<file path="src/event_status_consts.svh">
// constants for the event status command unit
// assumes inclusion by the design module
`ifndef EVENT_STATUS_CONSTS_SVH
`define EVENT_STATUS_CONSTS_SVH

// event bit positions (weights 128..1)
`define EV_BIT_PON     3'd7
`define EV_BIT_URQ     3'd6
`define EV_BIT_CME     3'd5
`define EV_BIT_EXE     3'd4
`define EV_BIT_DDE     3'd3
`define EV_BIT_QYE     3'd2
`define EV_BIT_NU      3'd1
`define EV_BIT_OPC     3'd0
// bits that exist; weight two never stores
`define EV_USED_MASK   8'hFD
`define EV_RESET_VAL   8'h00
`define EV_ZERO        8'h00
// boolean parameter forms
`define BOOL_TRUE      1'b1
`define BOOL_FALSE     1'b0
// preselected values for special numeric forms
`define NUM_DEFAULT    8'h00
`define NUM_MINIMUM    8'h00
`define NUM_MAXIMUM    8'hFF
// numeric parameter: signed fixed point, four fraction bits,
// worked one bit wider so rounding cannot wrap
`define NUM_FRAC_BITS  4
`define NUM_HALF       17'sh00008
`define NUM_BYTE_MAX   17'sh000FF
`define NUM_ZERO       17'sh00000

`endif

</file>
<file path="src/event_status_pkg.sv">
// types for the event status command unit
// assumes event_status_consts.svh is on the include path
`default_nettype none

package event_status_pkg;

	// decoded remote command
	typedef enum logic [3:0] {
		CMD_NONE     = 4'h0,
		CMD_CLEAR    = 4'h1,
		CMD_SET_MASK = 4'h2,
		CMD_ASK_MASK = 4'h3,
		CMD_ASK_STAT = 4'h4,
		CMD_OP_DONE  = 4'h5,
		CMD_RESET    = 4'h6,
		CMD_SET_FLAG = 4'h7
	} command_t;

	// form in which a numeric or boolean parameter arrives
	typedef enum logic [2:0] {
		ARG_NUMBER  = 3'h0,
		ARG_DEFAULT = 3'h1,
		ARG_MINIMUM = 3'h2,
		ARG_MAXIMUM = 3'h3,
		ARG_WORD_ON = 3'h4,
		ARG_WORD_OFF = 3'h5
	} arg_form_t;

	// completion tracking for the operation complete bit
	typedef enum logic [1:0] {
		OPC_IDLE    = 2'b00,
		OPC_WAITING = 2'b01
	} opc_state_t;

endpackage : event_status_pkg

`default_nettype wire

</file>
<file path="src/event_status_command_unit.sv">
// event status command unit: clear, mask load/query, status query
// assumes commands arrive as one-cycle strobes from a parser on clk
//
// Operation
// - clear command empties status and queue
// - mask command loads enable register
// - enable one passes bit, zero blocks
// - bit weights PON128..QYE4, two unused, OPC1
// - mask query returns enable contents
// - query answers lie within zero..255
// - status query returns then clears status
// - numeric boolean rounds to nearest integer
// - rounded nonzero boolean means one
// - ON/OFF accepted; booleans report 1/0
// - DEFault picks preselected convenient value
// - MINimum lowest, MAXimum largest accepted value
// - after op-complete command, set OPC when idle
// - device reset leaves event registers alone
`default_nettype none
`include "event_status_consts.svh"

module event_status_command_unit (
	// clock and reset
	input  wire logic                       clk,
	input  wire logic                       reset,
	// command strobe from parser
	input  wire logic                       cmdValid,
	input  wire event_status_pkg::command_t cmdCode,
	input  wire event_status_pkg::arg_form_t argForm,
	input  wire logic signed [15:0]         argValue,
	// device events, one-cycle pulses, bit per weight
	input  wire logic [7:0]                 eventPulse,
	input  wire logic                       opsPending,
	// response
	output logic                            respValid,
	output logic [7:0]                      respValue,
	output logic                            boolValue,
	// state
	output logic [7:0]                      enableMask,
	output logic [7:0]                      eventStatus,
	output logic                            summaryEvent,
	output logic                            queueClear
);

	// ***********************************************
	// command decode
	// ***********************************************
	wire logic isClear   = cmdValid &&
		(cmdCode == event_status_pkg::CMD_CLEAR);
	wire logic isSetMask = cmdValid &&
		(cmdCode == event_status_pkg::CMD_SET_MASK);
	wire logic isAskMask = cmdValid &&
		(cmdCode == event_status_pkg::CMD_ASK_MASK);
	wire logic isAskStat = cmdValid &&
		(cmdCode == event_status_pkg::CMD_ASK_STAT);
	wire logic isOpDone  = cmdValid &&
		(cmdCode == event_status_pkg::CMD_OP_DONE);
	wire logic isSetFlag = cmdValid &&
		(cmdCode == event_status_pkg::CMD_SET_FLAG);

	// ***********************************************
	// parameter conversion
	// ***********************************************
	// round to nearest: add half, drop fraction
	// one guard bit: the largest inputs must not wrap negative
	wire logic signed [16:0] argWide = 17'(argValue);
	wire logic signed [16:0] roundedSum =
		argWide + `NUM_HALF;
	wire logic signed [16:0] roundedInt =
		roundedSum >>> `NUM_FRAC_BITS;
	wire logic numIsTrue = (roundedInt != `NUM_ZERO);

	// byte value of the numeric forms, clamped to the register range
	wire logic [7:0] numByte =
		(roundedInt < `NUM_ZERO) ? `EV_ZERO :
		(roundedInt > `NUM_BYTE_MAX) ? `NUM_MAXIMUM :
		roundedInt[7:0];

	logic [7:0] argByte;
	logic       argBool;
	always_comb begin
		unique case (argForm)
			event_status_pkg::ARG_DEFAULT: begin
				argByte = `NUM_DEFAULT;
				argBool = `BOOL_FALSE;
			end
			event_status_pkg::ARG_MINIMUM: begin
				argByte = `NUM_MINIMUM;
				argBool = `BOOL_FALSE;
			end
			event_status_pkg::ARG_MAXIMUM: begin
				argByte = `NUM_MAXIMUM;
				argBool = `BOOL_TRUE;
			end
			event_status_pkg::ARG_WORD_ON: begin
				argByte = `NUM_MAXIMUM;
				argBool = `BOOL_TRUE;
			end
			event_status_pkg::ARG_WORD_OFF: begin
				argByte = `EV_ZERO;
				argBool = `BOOL_FALSE;
			end
			default: begin
				argByte = numByte;
				argBool = numIsTrue;
			end
		endcase
	end

	// ***********************************************
	// operation complete tracking
	// ***********************************************
	event_status_pkg::opc_state_t opcState_reg;
	event_status_pkg::opc_state_t opcState_next;
	logic opcFire;

	always_comb begin
		opcState_next = opcState_reg;
		opcFire = 1'b0;
		unique case (opcState_reg)
			event_status_pkg::OPC_IDLE: begin
				if (isOpDone) begin
					opcState_next = event_status_pkg::OPC_WAITING;
				end
			end
			event_status_pkg::OPC_WAITING: begin
				if (!opsPending) begin
					opcFire = 1'b1;
					opcState_next = event_status_pkg::OPC_IDLE;
				end
			end
			default: begin
				opcState_next = event_status_pkg::OPC_IDLE;
			end
		endcase
	end

	// ***********************************************
	// event registers
	// ***********************************************
	logic [7:0] newEvents;
	always_comb begin
		newEvents = eventPulse;
		newEvents[`EV_BIT_OPC] = eventPulse[`EV_BIT_OPC] | opcFire;
	end

	logic [7:0] status_reg;
	logic [7:0] mask_reg;
	// set wins over clear, so a same-cycle event survives the read
	wire logic statClear = isClear || isAskStat;
	localparam logic [7:0] usedBits = `EV_USED_MASK;
	wire logic [7:0] status_next;
	// one latch per event bit; the unused weight never stores
	for (genvar b = 0; b < $bits(status_reg); b++) begin : gen_status_bit
		assign status_next[b] = usedBits[b] &&
			(newEvents[b] || (!statClear && status_reg[b]));
	end
	// device reset command is not decoded here, registers keep value
	wire logic [7:0] mask_next = isSetMask ?
		(argByte & `EV_USED_MASK) : mask_reg;

	always_ff @(posedge clk) begin
		if (reset) begin
			status_reg   <= `EV_RESET_VAL;
			mask_reg     <= `EV_RESET_VAL;
			opcState_reg <= event_status_pkg::OPC_IDLE;
		end else begin
			status_reg   <= status_next;
			mask_reg     <= mask_next;
			opcState_reg <= opcState_next;
		end
	end

	// ***********************************************
	// responses
	// ***********************************************
	logic [7:0] respValue_reg;
	logic       respValid_reg;
	logic       bool_reg;
	logic       queueClear_reg;
	// query returns value before this cycle's clear
	wire logic [7:0] respValue_next =
		isAskMask ? mask_reg :
		isAskStat ? status_reg :
		respValue_reg;

	// answer and queue strobes stand for one cycle only
	wire logic respValid_next = isAskMask || isAskStat;
	wire logic queueClear_next = isClear;

	always_ff @(posedge clk) begin
		if (reset) begin
			respValue_reg  <= `EV_ZERO;
			respValid_reg  <= `BOOL_FALSE;
			bool_reg       <= `BOOL_FALSE;
			queueClear_reg <= `BOOL_FALSE;
		end else begin
			respValue_reg  <= respValue_next;
			respValid_reg  <= respValid_next;
			queueClear_reg <= queueClear_next;
			if (isSetFlag) begin
				bool_reg <= argBool;
			end
		end
	end

	assign respValid    = respValid_reg;
	assign respValue    = respValue_reg;
	assign boolValue    = bool_reg;
	assign enableMask   = mask_reg;
	assign eventStatus  = status_reg;
	assign summaryEvent = |(status_reg & mask_reg);
	assign queueClear   = queueClear_reg;

endmodule : event_status_command_unit

`default_nettype wire

</file>
<file path="config.mk">
export PLATFORM = sky130hd
export DESIGN_NAME = event_status_command_unit
export DESIGN_NICKNAME = d
export VERILOG_FILES = /design/src/event_status_pkg.sv /design/src/event_status_command_unit.sv
export VERILOG_INCLUDE_DIRS = /design/src
export SDC_FILE = /design/constraint.sdc
export NUM_CORES = 1
export LEC_CHECK = 0
export BUFFER_PORTS_ARGS = -buffer_cell sky130_fd_sc_hd__buf_2
export CAP_MARGIN = 20
export CORE_MARGIN = 2
export CORE_UTILIZATION = 42
export CTS_CLUSTER_SIZE = 25
export DETAILED_ROUTE_END_ITERATION = 8
export HOLD_SLACK_MARGIN = 0.05
export PLACE_DENSITY = 0.83
export SLEW_MARGIN = 20
export SYNTH_ARGS = -nofsm -noshare
export SYNTH_HDL_FRONTEND = slang
export SYNTH_SLANG_ARGS = --single-unit
</file>
<file path="constraint.sdc">
create_clock -name clk -period 2 [get_ports clk]
set_clock_uncertainty 0.05 [all_clocks]
set_input_delay 0.2 -clock clk [delete_from_list [all_inputs] [get_ports clk]]
set_output_delay 0.2 -clock clk [all_outputs]
set_load 0.02 [all_outputs]
</file>
* After elaboration in Yosys (flattened, before gate mapping)
Cells that the tools add are included.
** Storage, ports and cells
- Bits in registers :: 28
- Logic and storage cells :: 68
** Cells by class
- Add/sub/neg operators :: 1
- Magnitude comparators :: 2
- Equality and inequality tests :: 14
- Multiplexer cells :: 11
- Bitwise logic cells :: 2
- Reduce and logical (&&, ||, !) cells :: 30
** Operators by type and width (number)
- $mux 8 :: 4
- $add 16x5->17 const B :: 1
- $reduce_bool 17->1 :: 1
- $pmux 8 s2 :: 1
- $gt 13x9->1 const B :: 1
- $logic_and 1x1->1 :: 13
- $lt 13x1->1 const B :: 1
- $eq 4x3->1 const B :: 3
- $logic_or 1x1->1 :: 9
- $and 8x8->8 :: 1
- $eq 4x2->1 const B :: 2
- $reduce_or 8->1 :: 1
- $eq 3x2->1 const B :: 2
- $eq 3x3->1 const B :: 2
- $eq 4x1->1 const B :: 1
- $mux 2 :: 2
- $ne 2x2->1 const B :: 2
- $pmux 2 s2 :: 1
- $eq 3x1->1 const B :: 1
- $reduce_or 3->1 :: 1
- $eq 2x1->1 const B :: 1
- $logic_not 2->1 :: 1
- $mux 1 :: 2
- $pmux 1 s2 :: 1
- 5 further kinds :: 5

* Logic depth before layout (Yosys ltp)
Gate-level depths: netlist (run 1).
- Word-level depth :: 6
- Gate-level depth with buffers :: 6
- Depth with buffers taken out :: 6

* Least setup slack after synthesis (run 1)
Ideal clock, no wire load.
- Path kind :: input to register
- From :: input argValue[3]
- To :: register bool_reg (netlist: boolValue)
- Setup time :: 125 ps
- Arrival :: 1766 ps
- Data required time :: 1825 ps
- Setup slack :: 59 ps
- Cell stages on the path :: 6
- Buffers on the path :: 0
- Cells stage by stage :: ha_1 and4_1 a311oi_1 a21oi_1 or4_1 o41a_1
** On the way
- Word-level cells in the longest chain between the ends :: 3
** RTL lines
- from (decl) :: line event_status_command_unit.sv:30 : input wire logic signed [15:0] argValue,
- $add 16x5->17 (no line)
- $reduce_bool 17->1 (no line)
- $pmux 1 s2 :: line event_status_command_unit.sv:82 : unique case (argForm)
- to (signal assigned) :: line event_status_command_unit.sv:195 : bool_reg <= `BOOL_FALSE;
- to (signal assigned) :: line event_status_command_unit.sv:202 : bool_reg <= argBool;
- to (decl) :: line event_status_command_unit.sv:179 : logic bool_reg;
Every way passes these cells.
A chain may end at the register's enable or synchronous reset.

* Worst setup path in the final report (run 1)
- From :: input cmdCode[2]
- To :: register respValue_reg[2] (netlist: respValue[2])
** On the way
- Word-level cells in the longest chain between the ends :: 3
** RTL lines
- from (decl) :: line event_status_command_unit.sv:28 : input wire event_status_pkg::command_t cmdCode,
- $eq 4x2->1 / $eq 4x3->1 (equally long branches) :: line event_status_command_unit.sv:53, event_status_command_unit.sv:55
- $logic_and 1x1->1 (on tied branches) :: line event_status_command_unit.sv:52, event_status_command_unit.sv:54
- $mux 8 / $reduce_bool 2->1 (equally long branches)
- to (signal assigned) :: line event_status_command_unit.sv:193 : respValue_reg <= `EV_ZERO;
- to (signal assigned) :: line event_status_command_unit.sv:198 : respValue_reg <= respValue_next;
- to (decl) :: line event_status_command_unit.sv:177 : logic [7:0] respValue_reg;
Several ways; a longest one is shown, not always the timed one.

==> results.md, run 1 <==
* DRT iter0 DRCs at 137
* Share of layout cells above drive strength 1 at 0.312
* Area contributors post-synth: dfxtp_1 (35%), nor2_1 (7.4%), a21oi_1 (5.3%)
* Die area at 3880 µm²
* Initial core utilization at 0.432
* Worst Hold Class: in -> reg
* Final Max Slew Viols at 0
* Drt total wl at 3540 µm
* Register area at around 500 µm²
* Global-route wire length before repair at roughly 6000 µm
* Power share of the clock group at 0.230
* Synth area leader: dfxtp_1
* CTS buffer count at 3
* Combinational power share at 0.234
* Maximum vdd drop at 0.000248 V
* Layout fillers at 320
* Internal at between 0.6 and 0.7 mW
* Setup Buffers After CTS at 0
* Row count at 21
* P_leak at 0.852 nW
* Status: completed
* Largest net degree at the start of global routing at 26
* Max frequency at roughly 540 MHz
* Fin crit share at 0.918
* Footprint of the multi-input gates at 878 µm²
* Final nets at about 280
* Drt first pass iters at 4
* Design area at 1910 µm²
* Overall die height at 62.3 µm
* Initial antenna violation count at 0
* CP Capture Type: flip-flop
* Overflow after GRT at 0
* Post-synth top cells: nor2_1 (28), dfxtp_1 (25), a21oi_1 (15)
* Critical Path RT at between 2 and 2.5 ns
* Ys async rst share at 0
* Routed wire per std cell at 12.1 µm
* Final Hold Fails at 0
* Worst-path maximum fanout at 9
* Final critical-path required period at 1.84 ns
* Seq/Total Area, Yosys at 0.350
* Clock buffer depth at 2
* TritonCTS clock tree: yes
* GRT Total Usage at 0.184
* Post-Syn Instances at 176
* Post-DRT Antenna Nets at 0
* DRC at 0
* Avg Cell Area, Syn at roughly 8.1 µm²
* NetSw at 0.300 mW
* Mapped cell area at 1430 µm²
* DR vias at 1537
* Kind of critical path: in -> reg
* Clk Tree Root Cell: clkbuf_4
* Synth Warn # at 0
* Pwr/cell area at ~520 nW/µm²
* Most common cell in the netlist: nor2_1
* Vias in the first global route at ~1400
* WP data arrival at 2.03 ns
* IO buf count at 55
* Die X at 62.3 µm
* Switching share of power at 0.301
* RD Place Congestion at about 0.85
* Clk_lat worst skew at approximately 0.32 ns
* Number of synthesized flops with an enable pin at 0
* Boundary Pins at 63
* Max-cap violation count at 0
* Seq pwr share at 0.537
* Area delta synth->final at 33.8%
* Core area at between 3000 and 4000 µm²
* Design Power at 0.997 mW
* Clk slew on worst S/H paths at around 0.14 ns
* Antenna cells at 0
* Yosys cell types at 47
* Most used DFF post-synth: dfxtp_1
* H-tree Lvls at 1
* Final HPWL DP at 2690 µm
* Dpl cell area at 1790 µm²
* RSZ-0062 raised after global routing: no
* Synth Register Bits at 25
* Routed vias/inst at ~5.2
* TritonCTS Sinks at 25
* Final Setup Violations at 0
* Worst Setup Start Kind: input pin
* Post-synth top area share at 0.350
## power by group through the flow
stage / logic (mW) / clock network, mW / registers (mW)
2_1_floorplan: 0.103 / 0 / 0.568
3_3_place_gp: 0.215 / 0 / 0.545
3_5_place_dp: 0.219 / 0 / 0.546
4_1_cts: 0.231 / 0.233 / 0.535
5_1_grt: 0.256 / 0.268 / 0.538
6_report: 0.233 / 0.229 / 0.535
## path summary, 6_finish.rpt
check | from | end | slack [ns] | cells past startpoint
worst max register to register | boolValue$_SDFFE_PP0P_ | boolValue$_SDFFE_PP0P_ | 1.14 | 3
worst min-delay path | opsPending | opcState_reg[0]$_SDFFE_PP0P_ | 0.09 | 3
worst max-delay path | cmdCode[2] | respValue[2]$_SDFFE_PP0P_ | 0.16 | 7
worst min register to register | respValue[4]$_SDFFE_PP0P_ | respValue[4]$_SDFFE_PP0P_ | 0.45 | 2
## per-layer routing
metal	routed length [µm]	part of all wire	track usage
met5	0	0	0
met4	34	0.0096	0.0667
met3	193	0.055	0.0254
met2	1720	0.49	0.330
met1	1590	0.45	0.225
## worst max-delay path, stage by stage
cell and delay (ns):
dlygate4sd3_1 0.53, buf_2 0.14, nor3b_1 0.39, nand3_2 0.26, nand2_1 0.29, nor2_1 0.07
nor3_1 0.15
## logic make-up (layout without fill, tap and decap cells)
logic type                 Yosys count  after routing  synth area share
DFF                                 25             25             0.350
buffers and inverters               11             80            0.0464
and+or+nand+nor                     74             74             0.278
adders and majority gates            1              1           0.00876
xor gates and xnor gates             9              9            0.0552
other                                1              3           0.00262
AOI/OAI and AO/OA                   55             55             0.259
## layout make-up
| type | instances | share of cell area |
|---|---|---|
| multi-input combinational | 142 | 0.459 |
| sequential | 25 | 0.262 |
| timing repair buffer | 74 | 0.229 |
| tap | 46 | 0.0301 |
| clock buffer | 3 | 0.0118 |
| clock inverter | 1 | 0.00393 |
| inverter | 2 | 0.00393 |
## placed cells by master, fill, tap and decap left out, types with 2 or more instances in the layout
| master | netlist | final |
|---|---|---|
| o21a_1 | 2 | 2 |
| nand3b_1 | 2 | 2 |
| a211oi_1 | 7 | 7 |
| buf_2 | 0 | 55 |
| xor2_1 | 3 | 3 |
| nor4_1 | 2 | 2 |
| nand4_1 | 4 | 4 |
| clkbuf_4 | 0 | 3 |
| a22oi_1 | 2 | 2 |
| nand2_1 | 9 | 9 |
| a21oi_1 | 15 | 14 |
| nand3_1 | 3 | 2 |
| nand2b_1 | 2 | 2 |
| o21bai_1 | 7 | 7 |
| dlygate4sd3_1 | 0 | 8 |
| conb_1 | 1 | 3 |
| buf_4 | 4 | 11 |
| inv_1 | 2 | 2 |
| or3_1 | 2 | 2 |
| nor2_1 | 28 | 28 |
| o21ai_0 | 3 | 3 |
| o22ai_1 | 9 | 9 |
| xnor2_1 | 6 | 6 |
| nor3_1 | 10 | 10 |
| o41a_1 | 2 | 2 |
| dfxtp_1 | 25 | 25 |
## through the flow
step	instances	hold WS (ns)	setup slack [ns]	utilization	setup TNS [ns]
floorplan	178	0.228	0.0590	-	0
global placement	281	0.353	-0.0118	0.542	-0.0118
detailed placement	281	0.363	-0.0554	0.542	-0.0554
CTS	293	0.0821	0.113	0.575	0
global route	293	0.0740	0.0260	0.577	0
finish	293	0.0853	0.164	0.577	0
## timing repair
item,CTS,global route
hold endpoints to repair,8,0
gates resized for setup,0,2
hold buffers,8,0
setup endpoints to repair,0,4
No activity file was read; power rests on OpenSTA's default activity.
==> run 2, diff against run 1 <==
ABC_AREA = 1   (was unset)
==> run 2 against run 1 <==
- die area up 2.0%
- sequential power barely moved
- largest power group unchanged
- final cell count increased by 12%
- wire length down 6.1%
- register-to-register slack gained 0.07 ns
- via count is 4.2% higher
- first-iteration DRC count fell by 44%
- synthesized area is 2.2% higher
- non-clock buffer count shrank 18
- total power is 3.0% lower
- design area down 5.6%
==> results.md, run 2 <==
* Status: completed
* Clk_lat worst skew at 0.31 ns (about the same)
* Hold Path Depth at 3 (unchanged)
* GRT Total Usage at 0.177 (-0.00752)
* Post-CTS Resized at 0 (unchanged)
* Clk Tree Root Cell: clkbuf_4
* DR vias at 1602 (+4.2%)
* CP Capture Type: output port
* Area contributors post-synth: dfxtp_1 (34%), nand2_1 (15%), inv_1 (9.3%)
* Largest net degree at the start of global routing at 16 (-38%)
* Most used DFF post-synth: dfxtp_1
* Antenna cells at 0 (unchanged)
* Kind of critical path: reg -> out
* Overall die height at 63.0 µm (+1.0%)
* Internal at 0.676 mW (-3.0%)
* Worst Setup Start Kind: flip-flop
* Max-slew headroom at 0.634
* Commonest non-fill, non-tap cell in the layout: nand2_1
* Drt total wl at 3320 µm (-6.1%)
* CP startpoint: eventStatus[4]$_SDFF_PP0_
* Post-synth top cells: nand2_1 (59), inv_1 (36), a21oi_1 (25), dfxtp_1 (25), nor2_1 (21)
* Seq pwr share at 0.553 (+0.016)
* RR Endpoint: respValue[3]$_SDFFE_PP0P_
* Final Hold Fails at 0 (unchanged)
* Power share of the clock group at 0.225 (-0.005)
* Worst Hold Class: in -> reg
* Crit path largest cell delay at 0.36 ns (-0.17 ns)
* Combinational power share at 0.221 (-0.013)
* IO buf count at 55 (unchanged)
* WP data arrival at 1.47 ns (-0.56 ns)
* Synth Register Bits at 25 (unchanged)
* TritonCTS clock tree: yes
* Critical path's slowest cell: dfxtp_1
* R2R setup slack at 1.21 ns (+0.07 ns)
* Overflow after GRT at 0 (unchanged)
* Die X at 63.0 µm (+1.0%)
* H-tree Lvls at 1 (unchanged)
* Global-route wire length before repair at 5930 µm (-0.57%)
* Initial antenna violation count at 0 (unchanged)
* Final Max Slew Viols at 0 (unchanged)
* Routed wire per std cell at 10.2 µm (-16%)
* Vias in the first global route at 1458 (+5.7%)
* NetSw at 0.292 mW (-2.9%)
* Ys async rst share at 0 (unchanged)
* Setup slack after layout at 0.281 ns (+0.117 ns)
* Crit path capture: summaryEvent
* Most common cell in the netlist: nand2_1
* Core area at 3340 µm² (+0.79%)
* Final Setup Violations at 0 (unchanged)
* Setup Buffers After CTS at 0 (unchanged)
* Switching share of power at 0.301 (about the same)
* Avg Cell Area, Syn at 6.52 µm² (-20%)
* Max-cap violation count at 0 (unchanged)
* Share of layout cells above drive strength 1 at 0.246 (-0.0662)
* Pre-CTS setup slack at 0.301 ns (+0.357 ns)
* Routed vias/inst at 4.90 (-6.6%)
* CP cell instances: a22o_1 > a221oi_1 > nand4_1 > buf_2
* Drt first pass iters at 4 (unchanged)
* Post-CTS Hold Buffers at 0 (-8)
* RSZ-0062 raised after global routing: no
* Die area at 3960 µm² (+2.0%)
* Buf+Inv Stages, Crit Path at 1 (-1)
* Layout fillers at 327 (+2.2%)
* Synth Warn # at 0 (unchanged)
* Dpl cell area at 1780 µm² (-0.84%)
* Yosys cell types at 27 (-43%)
* Seq/Total Area, Yosys at 0.343 (-0.00750)
* Critical Path RT at 1.75 ns (-0.45 ns)
* Setup TNS at 0 ns (unchanged)
* Slew @ Worst Pin at 0.549 ns
* Final HPWL DP at 2720 µm (+1.1%)
* Post-synth top area share at 0.343 (-0.00750)
* Pwr/cell area at 536 nW/µm² (+2.8%)
* Design area at 1800 µm² (-5.6%)
* Maximum vdd drop at 0.000286 V (+15%)
* P_leak at 0.993 nW (+17%)
* Worst r2r src: enableMask[3]$_SDFFE_PP0P_
* Post-DRT Antenna Nets at 0 (unchanged)
* DRT iter0 DRCs at 77 (-44%)
* Worst-path maximum fanout at 4 (-5)
* Delay-heaviest family, CP: compound AO/OA/AOI/OAI gates
* DRC at 0 (unchanged)
* Clock buffer depth at 2 (unchanged)
* Post-Syn Instances at 224 (+27%)
* Most frequent cells in the layout: nand2_1 (59), buf_2 (55), inv_1 (36), a21oi_1 (25), dfxtp_1 (25)
* Placed Cells at 323 (+15%)
* Number of synthesized flops with an enable pin at 0 (unchanged)
* Mapped cell area at 1460 µm² (+2.2%)
* Synth area leader: dfxtp_1
* R2R cell count at 2 (-1)
* Max frequency at 582 MHz (+6.8%)
* Clk slew on worst S/H paths at 0.12 ns (-0.02 ns)
* CTS buffer count at 3 (unchanged)
* Fin util at 0.541 (-0.0368)
* Number of cells on the critical path at 4 (-3)
* Initial core utilization at 0.438 (+0.00598)
* Area delta synth->final at 23.6%
* TritonCTS Sinks at 25 (unchanged)
* Final critical-path required period at 1.72 ns (-0.117 ns)
* Non-Filler Instances at 327 (+12%)
* Fin crit share at 0.859 (-0.0585)
* Boundary Pins at 63 (unchanged)
* Final nets at 318 (+12%)
* RD Place Congestion at 0.817 (-3.7%)
* Row count at 21 (unchanged)
-- run 2: kinds of logic (layout without fill, tap and decap cells) --
kind of cell / after synthesis / after routing / synth area share
simple gates: 105 / 105 / 0.314
compound gates: 47 / 47 / 0.198
buf+inv: 42 / 97 / 0.116
flops: 25 / 25 / 0.343
xor+xnor: 3 / 3 / 0.0180
fa+ha+maj: 1 / 1 / 0.00857
other cells: 1 / 3 / 0.00257
-- run 2: cell type report --
cell class / count / area (µm²) / share of cell area
multi-input cells: 159 / 798 / 0.442
flip-flops and latches: 25 / 500 / 0.277
repair buffers: 56 / 283 / 0.157
inverters: 37 / 139 / 0.0770
well taps: 46 / 57.6 / 0.0319
clock buffers: 4 / 26.3 / 0.0146
-- run 2: worst register-to-register path: cells and delay by family, from the launching register on --
family | cells | cell delay, ns
AO/OA/AOI/OAI | 2 | 0.28
flip-flops | 1 | 0.41
-- run 2: worst min-delay path by stage --
stage               slack (ns)                        end           from
floorplan                 0.28  eventStatus[2]$_SDFF_PP0_  eventPulse[2]
global placement          0.39  eventStatus[4]$_SDFF_PP0_  eventPulse[4]
detailed placement        0.40  eventStatus[4]$_SDFF_PP0_  eventPulse[4]
CTS                       0.06  eventStatus[4]$_SDFF_PP0_  eventPulse[4]
global route              0.05  eventStatus[5]$_SDFF_PP0_  eventPulse[5]
finish                    0.06  eventStatus[4]$_SDFF_PP0_  eventPulse[4]
-- run 2: through the flow --
stage	power (mW)	hold WS, ns
2_1_floorplan	0.681	0.284
3_3_place_gp	0.755	0.390
3_5_place_dp	0.760	0.399
4_1_cts	0.972	0.0564
5_1_grt	1.02	0.0546
6_report	0.967	0.0603
-- run 2: power by group through the flow --
stage          registers [mW]  clock network [mW]  logic (mW)
6_report                0.535               0.218       0.214
5_1_grt                 0.539               0.240       0.242
4_1_cts                 0.535               0.221       0.215
3_5_place_dp            0.546                   0       0.214
3_3_place_gp            0.546                   0       0.209
2_1_floorplan           0.568                   0       0.113
-- run 2: layer usage --
metal | part of all wire | vias to the layer above | GRT usage | wire [µm]
met5 | 0 | - | 0 | 0
met4 | 0.0081 | 0 | 0.0306 | 27
li1 | - | 835 | - | -
met1 | 0.46 | 724 | 0.223 | 1530
met2 | 0.49 | 39 | 0.316 | 1640
met3 | 0.039 | 4 | 0.0306 | 131
